===== src/exec_pkg.sv =====
// Notes on behaviour
// - a load copies the operand byte into accumulator, x or y by opcode
// - a loaded register holds its byte until rewritten; memory is not touched
// - immediate loads take the operand byte itself instead of reading memory
// - a store writes a, x or y to memory; the register keeps its value
// - stores have no immediate form; decoder rejects it
// - memory increment reads the byte, adds one, writes back to same place
// - increments wrap within eight bits, 255 becomes 0, no carry out
// - x and y increments are implied, no operand, act on the register
// - memory increment supports zero page and full 16-bit absolute address
// - decrements mirror increments: minus one, same modes and wraparound
// - compares subtract memory from register and change only flags
// - the three compares use accumulator, x and y respectively
// - compares accept immediate, zero page and absolute operands
// - arithmetic and logic results go to the accumulator only
// - add with carry puts accumulator plus operand plus carry in accumulator
// - subtract takes operand and inverted carry from the accumulator
// - logic ops combine accumulator and operand by and, or, exclusive or
// - bit test copies operand bit 7 to negative, bit 6 to overflow
// - bit test sets zero from accumulator and operand; accumulator unchanged
`default_nettype none
package exec_pkg;
  // ----------------------------------------------------------------
  // register map, byte addresses
  // ----------------------------------------------------------------
  localparam int APB_ADDR_W = 8;
  localparam logic [7:0] OFF_CMD = 8'h00;
  localparam logic [7:0] OFF_OPND = 8'h04;
  localparam logic [7:0] OFF_ACC = 8'h08;
  localparam logic [7:0] OFF_XR = 8'h0c;
  localparam logic [7:0] OFF_YR = 8'h10;
  localparam logic [7:0] OFF_FLAGS = 8'h14;
  localparam logic [7:0] OFF_STAT = 8'h18;
  // ----------------------------------------------------------------
  // field layouts and reset values
  // ----------------------------------------------------------------
  localparam int CMD_OP_LSB = 0;
  localparam int CMD_MODE_LSB = 8;
  localparam int FLAG_C = 0;
  localparam int FLAG_Z = 1;
  localparam int FLAG_V = 6;
  localparam int FLAG_N = 7;
  localparam logic [7:0] FLAG_MASK = 8'hc3;
  localparam int STAT_BUSY = 0;
  localparam int STAT_ILLEGAL = 1;
  localparam logic [7:0] BYTE_RESET = 8'h00;
  localparam logic [7:0] BYTE_ONE = 8'h01;
  localparam logic [7:0] ZP_HIGH = 8'h00;
  localparam logic [15:0] WORD_RESET = 16'h0000;
  // ----------------------------------------------------------------
  // enumerations
  // ----------------------------------------------------------------
  typedef enum logic [1:0] {
    MODE_IMMEDIATE = 2'h0,
    MODE_ZERO_PAGE = 2'h1,
    MODE_ABSOLUTE = 2'h2,
    MODE_RESERVED = 2'h3
  } mode_t;
  typedef enum logic [4:0] {
    OP_LOAD_ACCUMULATOR = 5'h00, OP_LOAD_X_INDEX = 5'h01, OP_LOAD_Y_INDEX = 5'h02,
    OP_STORE_ACCUMULATOR = 5'h03, OP_STORE_X_INDEX = 5'h04, OP_STORE_Y_INDEX = 5'h05,
    OP_BUMP_MEMORY = 5'h06, OP_LOWER_MEMORY_BY_ONE = 5'h07,
    OP_BUMP_X_INDEX = 5'h08, OP_LOWER_X_INDEX = 5'h09,
    OP_BUMP_Y_INDEX = 5'h0a, OP_LOWER_Y_INDEX = 5'h0b,
    OP_COMPARE_ACCUMULATOR = 5'h0c, OP_COMPARE_X_INDEX = 5'h0d, OP_COMPARE_Y_INDEX = 5'h0e,
    OP_ADD_WITH_CARRY = 5'h0f, OP_SUBTRACT_WITH_BORROW = 5'h10,
    OP_AND_WITH_ACCUMULATOR = 5'h11, OP_OR_WITH_ACCUMULATOR = 5'h12,
    OP_EXCLUSIVE_OR_WITH_ACCUMULATOR = 5'h13, OP_BIT_TEST = 5'h14
  } op_t;
  typedef enum logic [2:0] {
    SEL_ACC = 3'h0, SEL_X = 3'h1, SEL_Y = 3'h2, SEL_MEM = 3'h3, SEL_NONE = 3'h4
  } sel_t;
  typedef enum logic [4:0] {
    ST_IDLE = 5'h01, ST_START = 5'h02, ST_READ = 5'h04, ST_EXEC = 5'h08, ST_WRITE = 5'h10
  } state_t;
endpackage : exec_pkg
`default_nettype wire


===== src/exec_if.sv =====
`default_nettype none
// ----------------------------------------------------------------
// alu operands and results
// ----------------------------------------------------------------
interface alu_if;
  exec_pkg::op_t op;
  logic [7:0] a;
  logic [7:0] m;
  logic c_in;
  logic [7:0] res;
  logic n, v, z, c;
  logic we_nz, we_v, we_c;
  modport core (output op, a, m, c_in, input res, n, v, z, c, we_nz, we_v, we_c);
  modport unit (input op, a, m, c_in, output res, n, v, z, c, we_nz, we_v, we_c);
endinterface : alu_if

// ----------------------------------------------------------------
// decoded command
// ----------------------------------------------------------------
interface dec_if;
  exec_pkg::op_t op;
  exec_pkg::mode_t mode;
  exec_pkg::sel_t src, dst;
  logic rd_mem, wr_mem, legal;
  modport core (output op, mode, input src, dst, rd_mem, wr_mem, legal);
  modport unit (input op, mode, output src, dst, rd_mem, wr_mem, legal);
endinterface : dec_if
`default_nettype wire


===== src/alu_unit.sv =====
`default_nettype none
module alu_unit (
  alu_if.unit u
);
  logic [8:0] sum;
  logic [7:0] opb;

  // result and flag updates per operation
  always_comb begin
    sum = 9'h000;
    opb = u.m;
    u.res = u.a;
    u.v = 1'b0;
    u.c = 1'b0;
    u.we_nz = 1'b1;
    u.we_v = 1'b0;
    u.we_c = 1'b0;
    case (u.op)
      exec_pkg::OP_LOAD_ACCUMULATOR, exec_pkg::OP_LOAD_X_INDEX,
      exec_pkg::OP_LOAD_Y_INDEX: u.res = u.m;
      exec_pkg::OP_STORE_ACCUMULATOR, exec_pkg::OP_STORE_X_INDEX,
      exec_pkg::OP_STORE_Y_INDEX: u.we_nz = 1'b0;
      exec_pkg::OP_BUMP_MEMORY, exec_pkg::OP_BUMP_X_INDEX,
      exec_pkg::OP_BUMP_Y_INDEX: u.res = u.a + exec_pkg::BYTE_ONE; // 8-bit wrap
      exec_pkg::OP_LOWER_MEMORY_BY_ONE, exec_pkg::OP_LOWER_X_INDEX,
      exec_pkg::OP_LOWER_Y_INDEX: u.res = u.a - exec_pkg::BYTE_ONE;
      exec_pkg::OP_COMPARE_ACCUMULATOR, exec_pkg::OP_COMPARE_X_INDEX,
      exec_pkg::OP_COMPARE_Y_INDEX: begin
        // borrow-free subtract: carry out means register >= memory
        sum = {1'b0, u.a} + {1'b0, ~u.m} + 9'h001;
        u.res = sum[7:0];
        u.c = sum[8];
        u.we_c = 1'b1;
      end
      exec_pkg::OP_ADD_WITH_CARRY, exec_pkg::OP_SUBTRACT_WITH_BORROW: begin
        // subtract adds the complement; carry in is the inverted borrow
        if (u.op == exec_pkg::OP_SUBTRACT_WITH_BORROW) begin
          opb = ~u.m;
        end
        sum = {1'b0, u.a} + {1'b0, opb} + {8'h00, u.c_in};
        u.res = sum[7:0];
        u.c = sum[8];
        u.v = (u.a[7] == opb[7]) && (sum[7] != u.a[7]);
        u.we_c = 1'b1;
        u.we_v = 1'b1;
      end
      exec_pkg::OP_AND_WITH_ACCUMULATOR: u.res = u.a & u.m;
      exec_pkg::OP_OR_WITH_ACCUMULATOR: u.res = u.a | u.m;
      exec_pkg::OP_EXCLUSIVE_OR_WITH_ACCUMULATOR: u.res = u.a ^ u.m;
      exec_pkg::OP_BIT_TEST: begin
        u.res = u.a & u.m;
        u.v = u.m[6];
        u.we_v = 1'b1;
      end
      default: u.we_nz = 1'b0;
    endcase
    u.z = (u.res == exec_pkg::BYTE_RESET);
    u.n = (u.op == exec_pkg::OP_BIT_TEST) ? u.m[7] : u.res[7];
  end
endmodule : alu_unit
`default_nettype wire


===== src/op_decoder.sv =====
`default_nettype none
module op_decoder (
  dec_if.unit d
);
  // implied ops ignore the mode field entirely
  function automatic logic is_implied(input exec_pkg::op_t op);
    return op inside {exec_pkg::OP_BUMP_X_INDEX, exec_pkg::OP_LOWER_X_INDEX,
                      exec_pkg::OP_BUMP_Y_INDEX, exec_pkg::OP_LOWER_Y_INDEX};
  endfunction : is_implied

  // ops that write memory cannot take a constant operand
  function automatic logic writes_mem(input exec_pkg::op_t op);
    return op inside {exec_pkg::OP_STORE_ACCUMULATOR, exec_pkg::OP_STORE_X_INDEX,
                      exec_pkg::OP_STORE_Y_INDEX, exec_pkg::OP_BUMP_MEMORY,
                      exec_pkg::OP_LOWER_MEMORY_BY_ONE};
  endfunction : writes_mem

  // sources, destinations and memory traffic
  always_comb begin
    d.src = exec_pkg::SEL_ACC;
    d.dst = exec_pkg::SEL_NONE;
    case (d.op)
      exec_pkg::OP_LOAD_ACCUMULATOR: d.dst = exec_pkg::SEL_ACC;
      exec_pkg::OP_LOAD_X_INDEX: d.dst = exec_pkg::SEL_X;
      exec_pkg::OP_LOAD_Y_INDEX: d.dst = exec_pkg::SEL_Y;
      exec_pkg::OP_STORE_ACCUMULATOR: d.dst = exec_pkg::SEL_MEM;
      exec_pkg::OP_STORE_X_INDEX: begin
        d.src = exec_pkg::SEL_X;
        d.dst = exec_pkg::SEL_MEM;
      end
      exec_pkg::OP_STORE_Y_INDEX: begin
        d.src = exec_pkg::SEL_Y;
        d.dst = exec_pkg::SEL_MEM;
      end
      exec_pkg::OP_BUMP_MEMORY, exec_pkg::OP_LOWER_MEMORY_BY_ONE: begin
        d.src = exec_pkg::SEL_MEM;
        d.dst = exec_pkg::SEL_MEM;
      end
      exec_pkg::OP_BUMP_X_INDEX, exec_pkg::OP_LOWER_X_INDEX: begin
        d.src = exec_pkg::SEL_X;
        d.dst = exec_pkg::SEL_X;
      end
      exec_pkg::OP_BUMP_Y_INDEX, exec_pkg::OP_LOWER_Y_INDEX: begin
        d.src = exec_pkg::SEL_Y;
        d.dst = exec_pkg::SEL_Y;
      end
      exec_pkg::OP_COMPARE_X_INDEX: d.src = exec_pkg::SEL_X;
      exec_pkg::OP_COMPARE_Y_INDEX: d.src = exec_pkg::SEL_Y;
      exec_pkg::OP_COMPARE_ACCUMULATOR, exec_pkg::OP_BIT_TEST: d.dst = exec_pkg::SEL_NONE;
      exec_pkg::OP_ADD_WITH_CARRY, exec_pkg::OP_SUBTRACT_WITH_BORROW, exec_pkg::OP_AND_WITH_ACCUMULATOR,
      exec_pkg::OP_OR_WITH_ACCUMULATOR, exec_pkg::OP_EXCLUSIVE_OR_WITH_ACCUMULATOR:
        d.dst = exec_pkg::SEL_ACC;
      default: d.dst = exec_pkg::SEL_NONE;
    endcase
  end

  // legality: stores and memory counters refuse the constant form
  assign d.legal = (d.op <= exec_pkg::OP_BIT_TEST) &&
                   (is_implied(d.op) || (d.mode != exec_pkg::MODE_RESERVED &&
                   !(writes_mem(d.op) && d.mode == exec_pkg::MODE_IMMEDIATE)));
  assign d.wr_mem = writes_mem(d.op);
  assign d.rd_mem = !is_implied(d.op) && d.mode != exec_pkg::MODE_IMMEDIATE &&
                    !(d.dst == exec_pkg::SEL_MEM && d.src != exec_pkg::SEL_MEM);
endmodule : op_decoder
`default_nettype wire


===== src/exec_core.sv =====
// The implementer's own choices: the APB interface to the registers and the register offsets.
`default_nettype none
module exec_core (
  // clock and reset
  input wire logic pclk,
  input wire logic presetn,
  // apb slave
  input wire logic psel,
  input wire logic penable,
  input wire logic pwrite,
  input wire logic [exec_pkg::APB_ADDR_W-1:0] paddr,
  input wire logic [31:0] pwdata,
  output logic [31:0] prdata,
  output logic pready,
  output logic pslverr,
  // memory bus
  output logic mem_req,
  output logic mem_we,
  output logic [15:0] mem_addr,
  output logic [7:0] mem_wdata,
  input wire logic [7:0] mem_rdata,
  input wire logic mem_ack
);
  // ----------------------------------------------------------------
  // state
  // ----------------------------------------------------------------
  exec_pkg::state_t state_reg, state_next;
  exec_pkg::op_t op_reg, op_next;
  exec_pkg::mode_t mode_reg, mode_next;
  logic [15:0] opnd_reg, opnd_next;
  logic [15:0] addr_reg, addr_next;
  logic [7:0] acc_reg, acc_next;
  logic [7:0] x_reg, x_next;
  logic [7:0] y_reg, y_next;
  logic [7:0] flags_reg, flags_next;
  logic [7:0] mdata_reg, mdata_next;
  logic [7:0] wdata_reg, wdata_next;
  logic illegal_reg, illegal_next;
  logic [31:0] prdata_reg, prdata_next;
  logic busy;
  logic setup_rd;
  logic acc_wr;
  logic refused;

  alu_if alu ();
  dec_if dec ();

  // ----------------------------------------------------------------
  // helpers
  // ----------------------------------------------------------------
  // true for every mapped word
  function automatic logic reg_known(input logic [exec_pkg::APB_ADDR_W-1:0] a);
    return a inside {exec_pkg::OFF_CMD, exec_pkg::OFF_OPND, exec_pkg::OFF_ACC, exec_pkg::OFF_XR,
                     exec_pkg::OFF_YR, exec_pkg::OFF_FLAGS, exec_pkg::OFF_STAT};
  endfunction : reg_known

  // true for words that software may write
  function automatic logic reg_writable(input logic [exec_pkg::APB_ADDR_W-1:0] a);
    return reg_known(a) && a != exec_pkg::OFF_STAT;
  endfunction : reg_writable

  // ----------------------------------------------------------------
  // decoder and alu
  // ----------------------------------------------------------------
  assign dec.op = op_reg;
  assign dec.mode = mode_reg;

  op_decoder u_dec (
    .d(dec.unit)
  );

  // the alu sees the register or memory byte that the decoder picks
  always_comb begin
    alu.op = op_reg;
    alu.m = mdata_reg;
    alu.c_in = flags_reg[exec_pkg::FLAG_C];
    case (dec.src)
      exec_pkg::SEL_X: alu.a = x_reg;
      exec_pkg::SEL_Y: alu.a = y_reg;
      exec_pkg::SEL_MEM: alu.a = mdata_reg;
      default: alu.a = acc_reg;
    endcase
  end

  alu_unit u_alu (
    .u(alu.unit)
  );

  // ----------------------------------------------------------------
  // apb decode
  // ----------------------------------------------------------------
  assign busy = (state_reg != exec_pkg::ST_IDLE);
  assign setup_rd = psel && !penable && !pwrite;
  assign acc_wr = psel && penable && pwrite;
  // writes to a busy core would race the running op, so they bounce
  assign refused = acc_wr && busy && reg_writable(paddr);
  // zero wait states: read data is caught in the setup cycle
  assign pready = 1'b1;
  assign pslverr = psel && penable && (!reg_known(paddr) || refused);
  assign prdata = prdata_reg;

  // ----------------------------------------------------------------
  // memory port
  // ----------------------------------------------------------------
  assign mem_req = (state_reg == exec_pkg::ST_READ) || (state_reg == exec_pkg::ST_WRITE);
  assign mem_we = (state_reg == exec_pkg::ST_WRITE);
  assign mem_addr = addr_reg;
  assign mem_wdata = wdata_reg;

  // ----------------------------------------------------------------
  // next state
  // ----------------------------------------------------------------
  // registers hold unless the bus or the sequencer writes them
  always_comb begin
    state_next = state_reg;
    op_next = op_reg;
    mode_next = mode_reg;
    opnd_next = opnd_reg;
    addr_next = addr_reg;
    acc_next = acc_reg;
    x_next = x_reg;
    y_next = y_reg;
    flags_next = flags_reg;
    mdata_next = mdata_reg;
    wdata_next = wdata_reg;
    illegal_next = illegal_reg;
    prdata_next = prdata_reg;

    // read mux, unmapped words read as zero
    if (setup_rd) begin
      case (paddr)
        exec_pkg::OFF_CMD: prdata_next = {22'h0, mode_reg, 3'h0, op_reg};
        exec_pkg::OFF_OPND: prdata_next = {16'h0000, opnd_reg};
        exec_pkg::OFF_ACC: prdata_next = {24'h000000, acc_reg};
        exec_pkg::OFF_XR: prdata_next = {24'h000000, x_reg};
        exec_pkg::OFF_YR: prdata_next = {24'h000000, y_reg};
        exec_pkg::OFF_FLAGS: prdata_next = {24'h000000, flags_reg};
        exec_pkg::OFF_STAT: prdata_next = {30'h0, illegal_reg, busy};
        default: prdata_next = 32'h00000000;
      endcase
    end

    // software writes, only while idle
    if (acc_wr && !busy) begin
      case (paddr)
        exec_pkg::OFF_CMD: begin
          op_next = exec_pkg::op_t'(pwdata[exec_pkg::CMD_OP_LSB +: 5]);
          mode_next = exec_pkg::mode_t'(pwdata[exec_pkg::CMD_MODE_LSB +: 2]);
          state_next = exec_pkg::ST_START;
        end
        exec_pkg::OFF_OPND: opnd_next = pwdata[15:0];
        exec_pkg::OFF_ACC: acc_next = pwdata[7:0];
        exec_pkg::OFF_XR: x_next = pwdata[7:0];
        exec_pkg::OFF_YR: y_next = pwdata[7:0];
        exec_pkg::OFF_FLAGS: flags_next = pwdata[7:0] & exec_pkg::FLAG_MASK;
        default: flags_next = flags_reg;
      endcase
    end

    // sequencer
    case (state_reg)
      exec_pkg::ST_IDLE: ;
      exec_pkg::ST_START: begin
        // effective address: zero page or full 16-bit absolute
        if (mode_reg == exec_pkg::MODE_ZERO_PAGE) begin
          addr_next = {exec_pkg::ZP_HIGH, opnd_reg[7:0]};
        end else begin
          addr_next = opnd_reg;
        end
        mdata_next = opnd_reg[7:0]; // constant operand
        illegal_next = !dec.legal;
        if (!dec.legal) begin
          state_next = exec_pkg::ST_IDLE;
        end else if (dec.rd_mem) begin
          state_next = exec_pkg::ST_READ;
        end else begin
          state_next = exec_pkg::ST_EXEC;
        end
      end
      exec_pkg::ST_READ: begin
        if (mem_ack) begin
          mdata_next = mem_rdata;
          state_next = exec_pkg::ST_EXEC;
        end
      end
      exec_pkg::ST_EXEC: begin
        // commit result and flags; compares and bit test have no destination
        case (dec.dst)
          exec_pkg::SEL_ACC: acc_next = alu.res;
          exec_pkg::SEL_X: x_next = alu.res;
          exec_pkg::SEL_Y: y_next = alu.res;
          default: acc_next = acc_reg;
        endcase
        if (alu.we_nz) begin
          flags_next[exec_pkg::FLAG_N] = alu.n;
          flags_next[exec_pkg::FLAG_Z] = alu.z;
        end
        if (alu.we_v) begin
          flags_next[exec_pkg::FLAG_V] = alu.v;
        end
        if (alu.we_c) begin
          flags_next[exec_pkg::FLAG_C] = alu.c;
        end
        wdata_next = alu.res; // register copied, not moved
        state_next = dec.wr_mem ? exec_pkg::ST_WRITE : exec_pkg::ST_IDLE;
      end
      exec_pkg::ST_WRITE: begin
        // write lands at the effective address; an increment or decrement read that same address first
        if (mem_ack) begin
          state_next = exec_pkg::ST_IDLE;
        end
      end
      default: state_next = exec_pkg::ST_IDLE;
    endcase
  end

  // ----------------------------------------------------------------
  // registers
  // ----------------------------------------------------------------
  // all control state returns to constants under reset
  always_ff @(posedge pclk or negedge presetn) begin
    if (!presetn) begin
      state_reg <= exec_pkg::ST_IDLE;
      op_reg <= exec_pkg::OP_LOAD_ACCUMULATOR;
      mode_reg <= exec_pkg::MODE_IMMEDIATE;
      opnd_reg <= exec_pkg::WORD_RESET;
      addr_reg <= exec_pkg::WORD_RESET;
      acc_reg <= exec_pkg::BYTE_RESET;
      x_reg <= exec_pkg::BYTE_RESET;
      y_reg <= exec_pkg::BYTE_RESET;
      flags_reg <= exec_pkg::BYTE_RESET;
      mdata_reg <= exec_pkg::BYTE_RESET;
      wdata_reg <= exec_pkg::BYTE_RESET;
      illegal_reg <= 1'b0;
      prdata_reg <= 32'h00000000;
    end else begin
      state_reg <= state_next;
      op_reg <= op_next;
      mode_reg <= mode_next;
      opnd_reg <= opnd_next;
      addr_reg <= addr_next;
      acc_reg <= acc_next;
      x_reg <= x_next;
      y_reg <= y_next;
      flags_reg <= flags_next;
      mdata_reg <= mdata_next;
      wdata_reg <= wdata_next;
      illegal_reg <= illegal_next;
      prdata_reg <= prdata_next;
    end
  end
endmodule : exec_core
`default_nettype wire


===== config.mk =====
export PLATFORM = sky130hd
export DESIGN_NAME = exec_core
export DESIGN_NICKNAME = d
export VERILOG_FILES = /design/src/exec_pkg.sv /design/src/exec_if.sv /design/src/alu_unit.sv /design/src/op_decoder.sv /design/src/exec_core.sv
export SDC_FILE = /design/constraint.sdc
export NUM_CORES = 1
export LEC_CHECK = 0
export ABC_AREA = 1
export BUFFER_PORTS_ARGS = -buffer_cell sky130_fd_sc_hd__buf_2
export CORE_ASPECT_RATIO = 0.5
export CORE_MARGIN = 2
export CORE_UTILIZATION = 29
export DETAILED_ROUTE_END_ITERATION = 7
export PLACE_DENSITY = 0.5
export SYNTH_ARGS = -nofsm -noshare
export SYNTH_HDL_FRONTEND = slang
export SYNTH_SLANG_ARGS = --single-unit

===== constraint.sdc =====
create_clock -name pclk -period 7.4 [get_ports pclk]
set_input_delay 0.74 -clock pclk [delete_from_list [all_inputs] [get_ports pclk]]
set_output_delay 0.74 -clock pclk [all_outputs]
set_load 0.005 [all_outputs]

==> impl_metrics.yaml <==
global_route:
  antenna_found_initial: 0
  grt_max_degree: 72
  grt_pass1_wl_um: 39700
  grt_pass1_vias: 6631
  track_usage: 0.202
  grt_overflow_total: 0
yosys:
  synth_area_leaders: "dfrtp_1, nand2_1, o21ai_0"
  synth_top_area_share: 0.362
  synth.avg_cell_area_sq_um: 7.22
  seq_area_frac_synth: 0.366
  synth_seq_cells: 105
  async_flop_share: 1.00
  syn_area_sq_um: 7180
  yosysWarningCount: 0
  yosysTopAreaCell: "dfrtp_1"
  syn_inst: 995
  ys_types: 46
  synth-edff-count: 0
  synthFlopType: "dfrtp_1"
detailed_routing:
  vias: 7093
  top_layer_used: "met4"
  dr_wl_met3_um: 1490
  wl_um: 25600
  met1_length_um: 12300
  drtAntennaViolNets: 0
  drt_first_iter_violations: 551
  wire_per_inst_um: 18.2
  wl_met2_um: 11400
  vias_per_cell: 5.04
  first_pass_iters: 5
  drc: 0
clocking:
  htreeDepth: 3
  ctsResizeCount: 0
  cts_setup_buffers: 0
  cts_made_buffers: 9
  cts_hold_buffers: 0
  insertion_delay_ns: 0.37
  cts_tree: "done"
  cts_sinks: 105
  cts_buffer_depth: 2
  clkTransAtPathRegs_ns: 0.07
  cts-root-buf: "clkbuf_16"
layout:
  fillers: 2606
  syn2layout_area_growth_pct: 14.3
  n_antenna_cell: 0
  nNetsFinal: 1162
  final_cell_mix: "nand2_1, inv_1, o21ai_0, dfrtp_1, buf_2"
  final_cells: 1407
  fin_area_sq_um: 8210
  layout_commonest_cell: "nand2_1"
  drive_gt1_frac: 0.121
  final_core_util: 0.340
power:
  p_leak_nw: 4.13
  power_mw: 1.27
  power_frac_comb: 0.103
  power_density_nw_per_um2: 154
  netSwitchingPower_mw: 0.339
  p_seq_frac: 0.470
  intPower_mw: 0.927
  swShare: 0.268
  ir_drop_v: 0.000111
  clock_power_share: 0.426
placed_design:
  hpwl_um: 19900
  dp_slack_ns: 2.89
  io_buffer_count: 80
  numPlacedInstances: 1391
  place_area_sq_um: 7880
  gp_congestion: 0.940
timing:
  final.setup.tns_ns: 0
  rsz0062_at_grt: "no"
  clock-skew-final_ns: 0.00848
  worst_pin_slew_ns: 0.971
  fin_crit_sh: 0.634
  setup_viol: 0
  slew_headroom: 0.351
  fin_crit_ns: 4.69
  postLayoutSetupSlackWorst_ns: 2.71
  slew_viol_final: 0
  whs_ns: 0.326
  hold_violations: 0
  max_freq_mhz: 213
setup_path:
  worstPathArrival_ns: 4.99
  critPathKind: "flop to flop"
  cp.required_ns: 7.70
  crit_path_end_kind: "flop"
  path_max_fanout: 15
  crit_path_start_kind: "flop"
floorplan:
  rows: 40
  start_util: 0.297
  die_y_um: 115
  die_x_um: 227
  core_area_sq_um: 24200
  io-pin-count: 114
  die_area_sq_um: 26100
min_path:
  hold_path_class: "primary input to asynchronous set/reset pin"
run:
  drv_cap: 0
outcome:
  outcome: "finished, final reports clean"
[power groups by stage]
stage / Sequential (mW) / Combinational, mW / Clock, mW
6_report: 0.595 / 0.131 / 0.539
5_1_grt: 0.597 / 0.148 / 0.569
4_1_cts: 0.595 / 0.131 / 0.548
3_5_place_dp: 0.607 / 0.130 / 0
3_3_place_gp: 0.606 / 0.129 / 0
2_1_floorplan: 0.603 / 0.0800 / 0
[critical path: stages (launching register included)]
cell and delay (ns):
dfrtp_1 0.47, inv_2 0.29, nand3_1 0.16, nor2_1 0.11, nor2_1 0.05, nand2_1 0.20
nand2_1 0.11, nand4_2 0.22, inv_1 0.16, fa_1 0.49, fa_1 0.47, inv_1 0.10
nand3_1 0.07, nand2_1 0.09, nand2_1 0.07, nand2_1 0.07, o22ai_1 0.07, nor3_1 0.49
nand2_1 0.31, nor2_1 0.17, nand3_1 0.09, nor2_1 0.09, nand2_1 0.05, nor2_1 0.10
nand2_1 0.06, nand2_1 0.07
[layout make-up]
cell class	count	area, sq um	area share
Multi-Input combinational cell	735	3910	0.476
Sequential cell	105	2630	0.320
Inverter	130	488	0.0595
Timing Repair Buffer	85	440	0.0537
Tap cell	336	420	0.0512
Clock buffer	10	229	0.0279
Clock inverter	6	96.3	0.0117
[layer usage]
metal / GRT usage / vias up
li1: - / 3429
met3: 0.0296 / 26
met4: 0.0465 / 0
met5: 0 / -
met2: 0.319 / 233
met1: 0.291 / 3405
[logic make-up after synthesis]
kind of cell	after synthesis	share of synthesized area
AO/OA/AOI/OAI	236	0.192
AND/OR/NAND/NOR	429	0.251
XOR/XNOR	11	0.0134
adder cells (fa/ha/maj)	42	0.0774
flip-flops	105	0.366
other	2	0.00105
buffers and inverters	170	0.0986
[Yosys cell counts, drive strengths merged, types with 5 or more instances]
cell type and number:
nand2 272, inv 128, o21ai 114, dfrtp 104
nor2 67, nand3 61, a21oi 44, ha 38
buf 20, clkbuf 20, o22ai 14, nor3 13
a221oi 11, o211ai 11, a31oi 10, o221ai 9
xor2 8, o31ai 7, a211oi 5
[path summary, 6_finish.rpt]
kind | startpoint | to | slack, ns | cells past startpoint
worst max-delay path | alu.op[4]$_DFFE_PN0P_ | flags_reg[1]$_DFF_PN0_ | 2.71 | 25
worst min-delay path | presetn | prdata[11]$_DFFE_PN0P_ | 0.33 | 1
worst max register to register | alu.op[4]$_DFFE_PN0P_ | flags_reg[1]$_DFF_PN0_ | 2.71 | 25
worst min register to register | mem_addr[4]$_DFFE_PN0P_ | mem_addr[4]$_DFFE_PN0P_ | 0.47 | 2
max in group asynchronous | presetn | alu.m[5]$_DFFE_PN0P_ | 5.76 | 2
min in group pclk | mem_addr[4]$_DFFE_PN0P_ | mem_addr[4]$_DFFE_PN0P_ | 0.47 | 2
(Power assumes the default switching activity.)
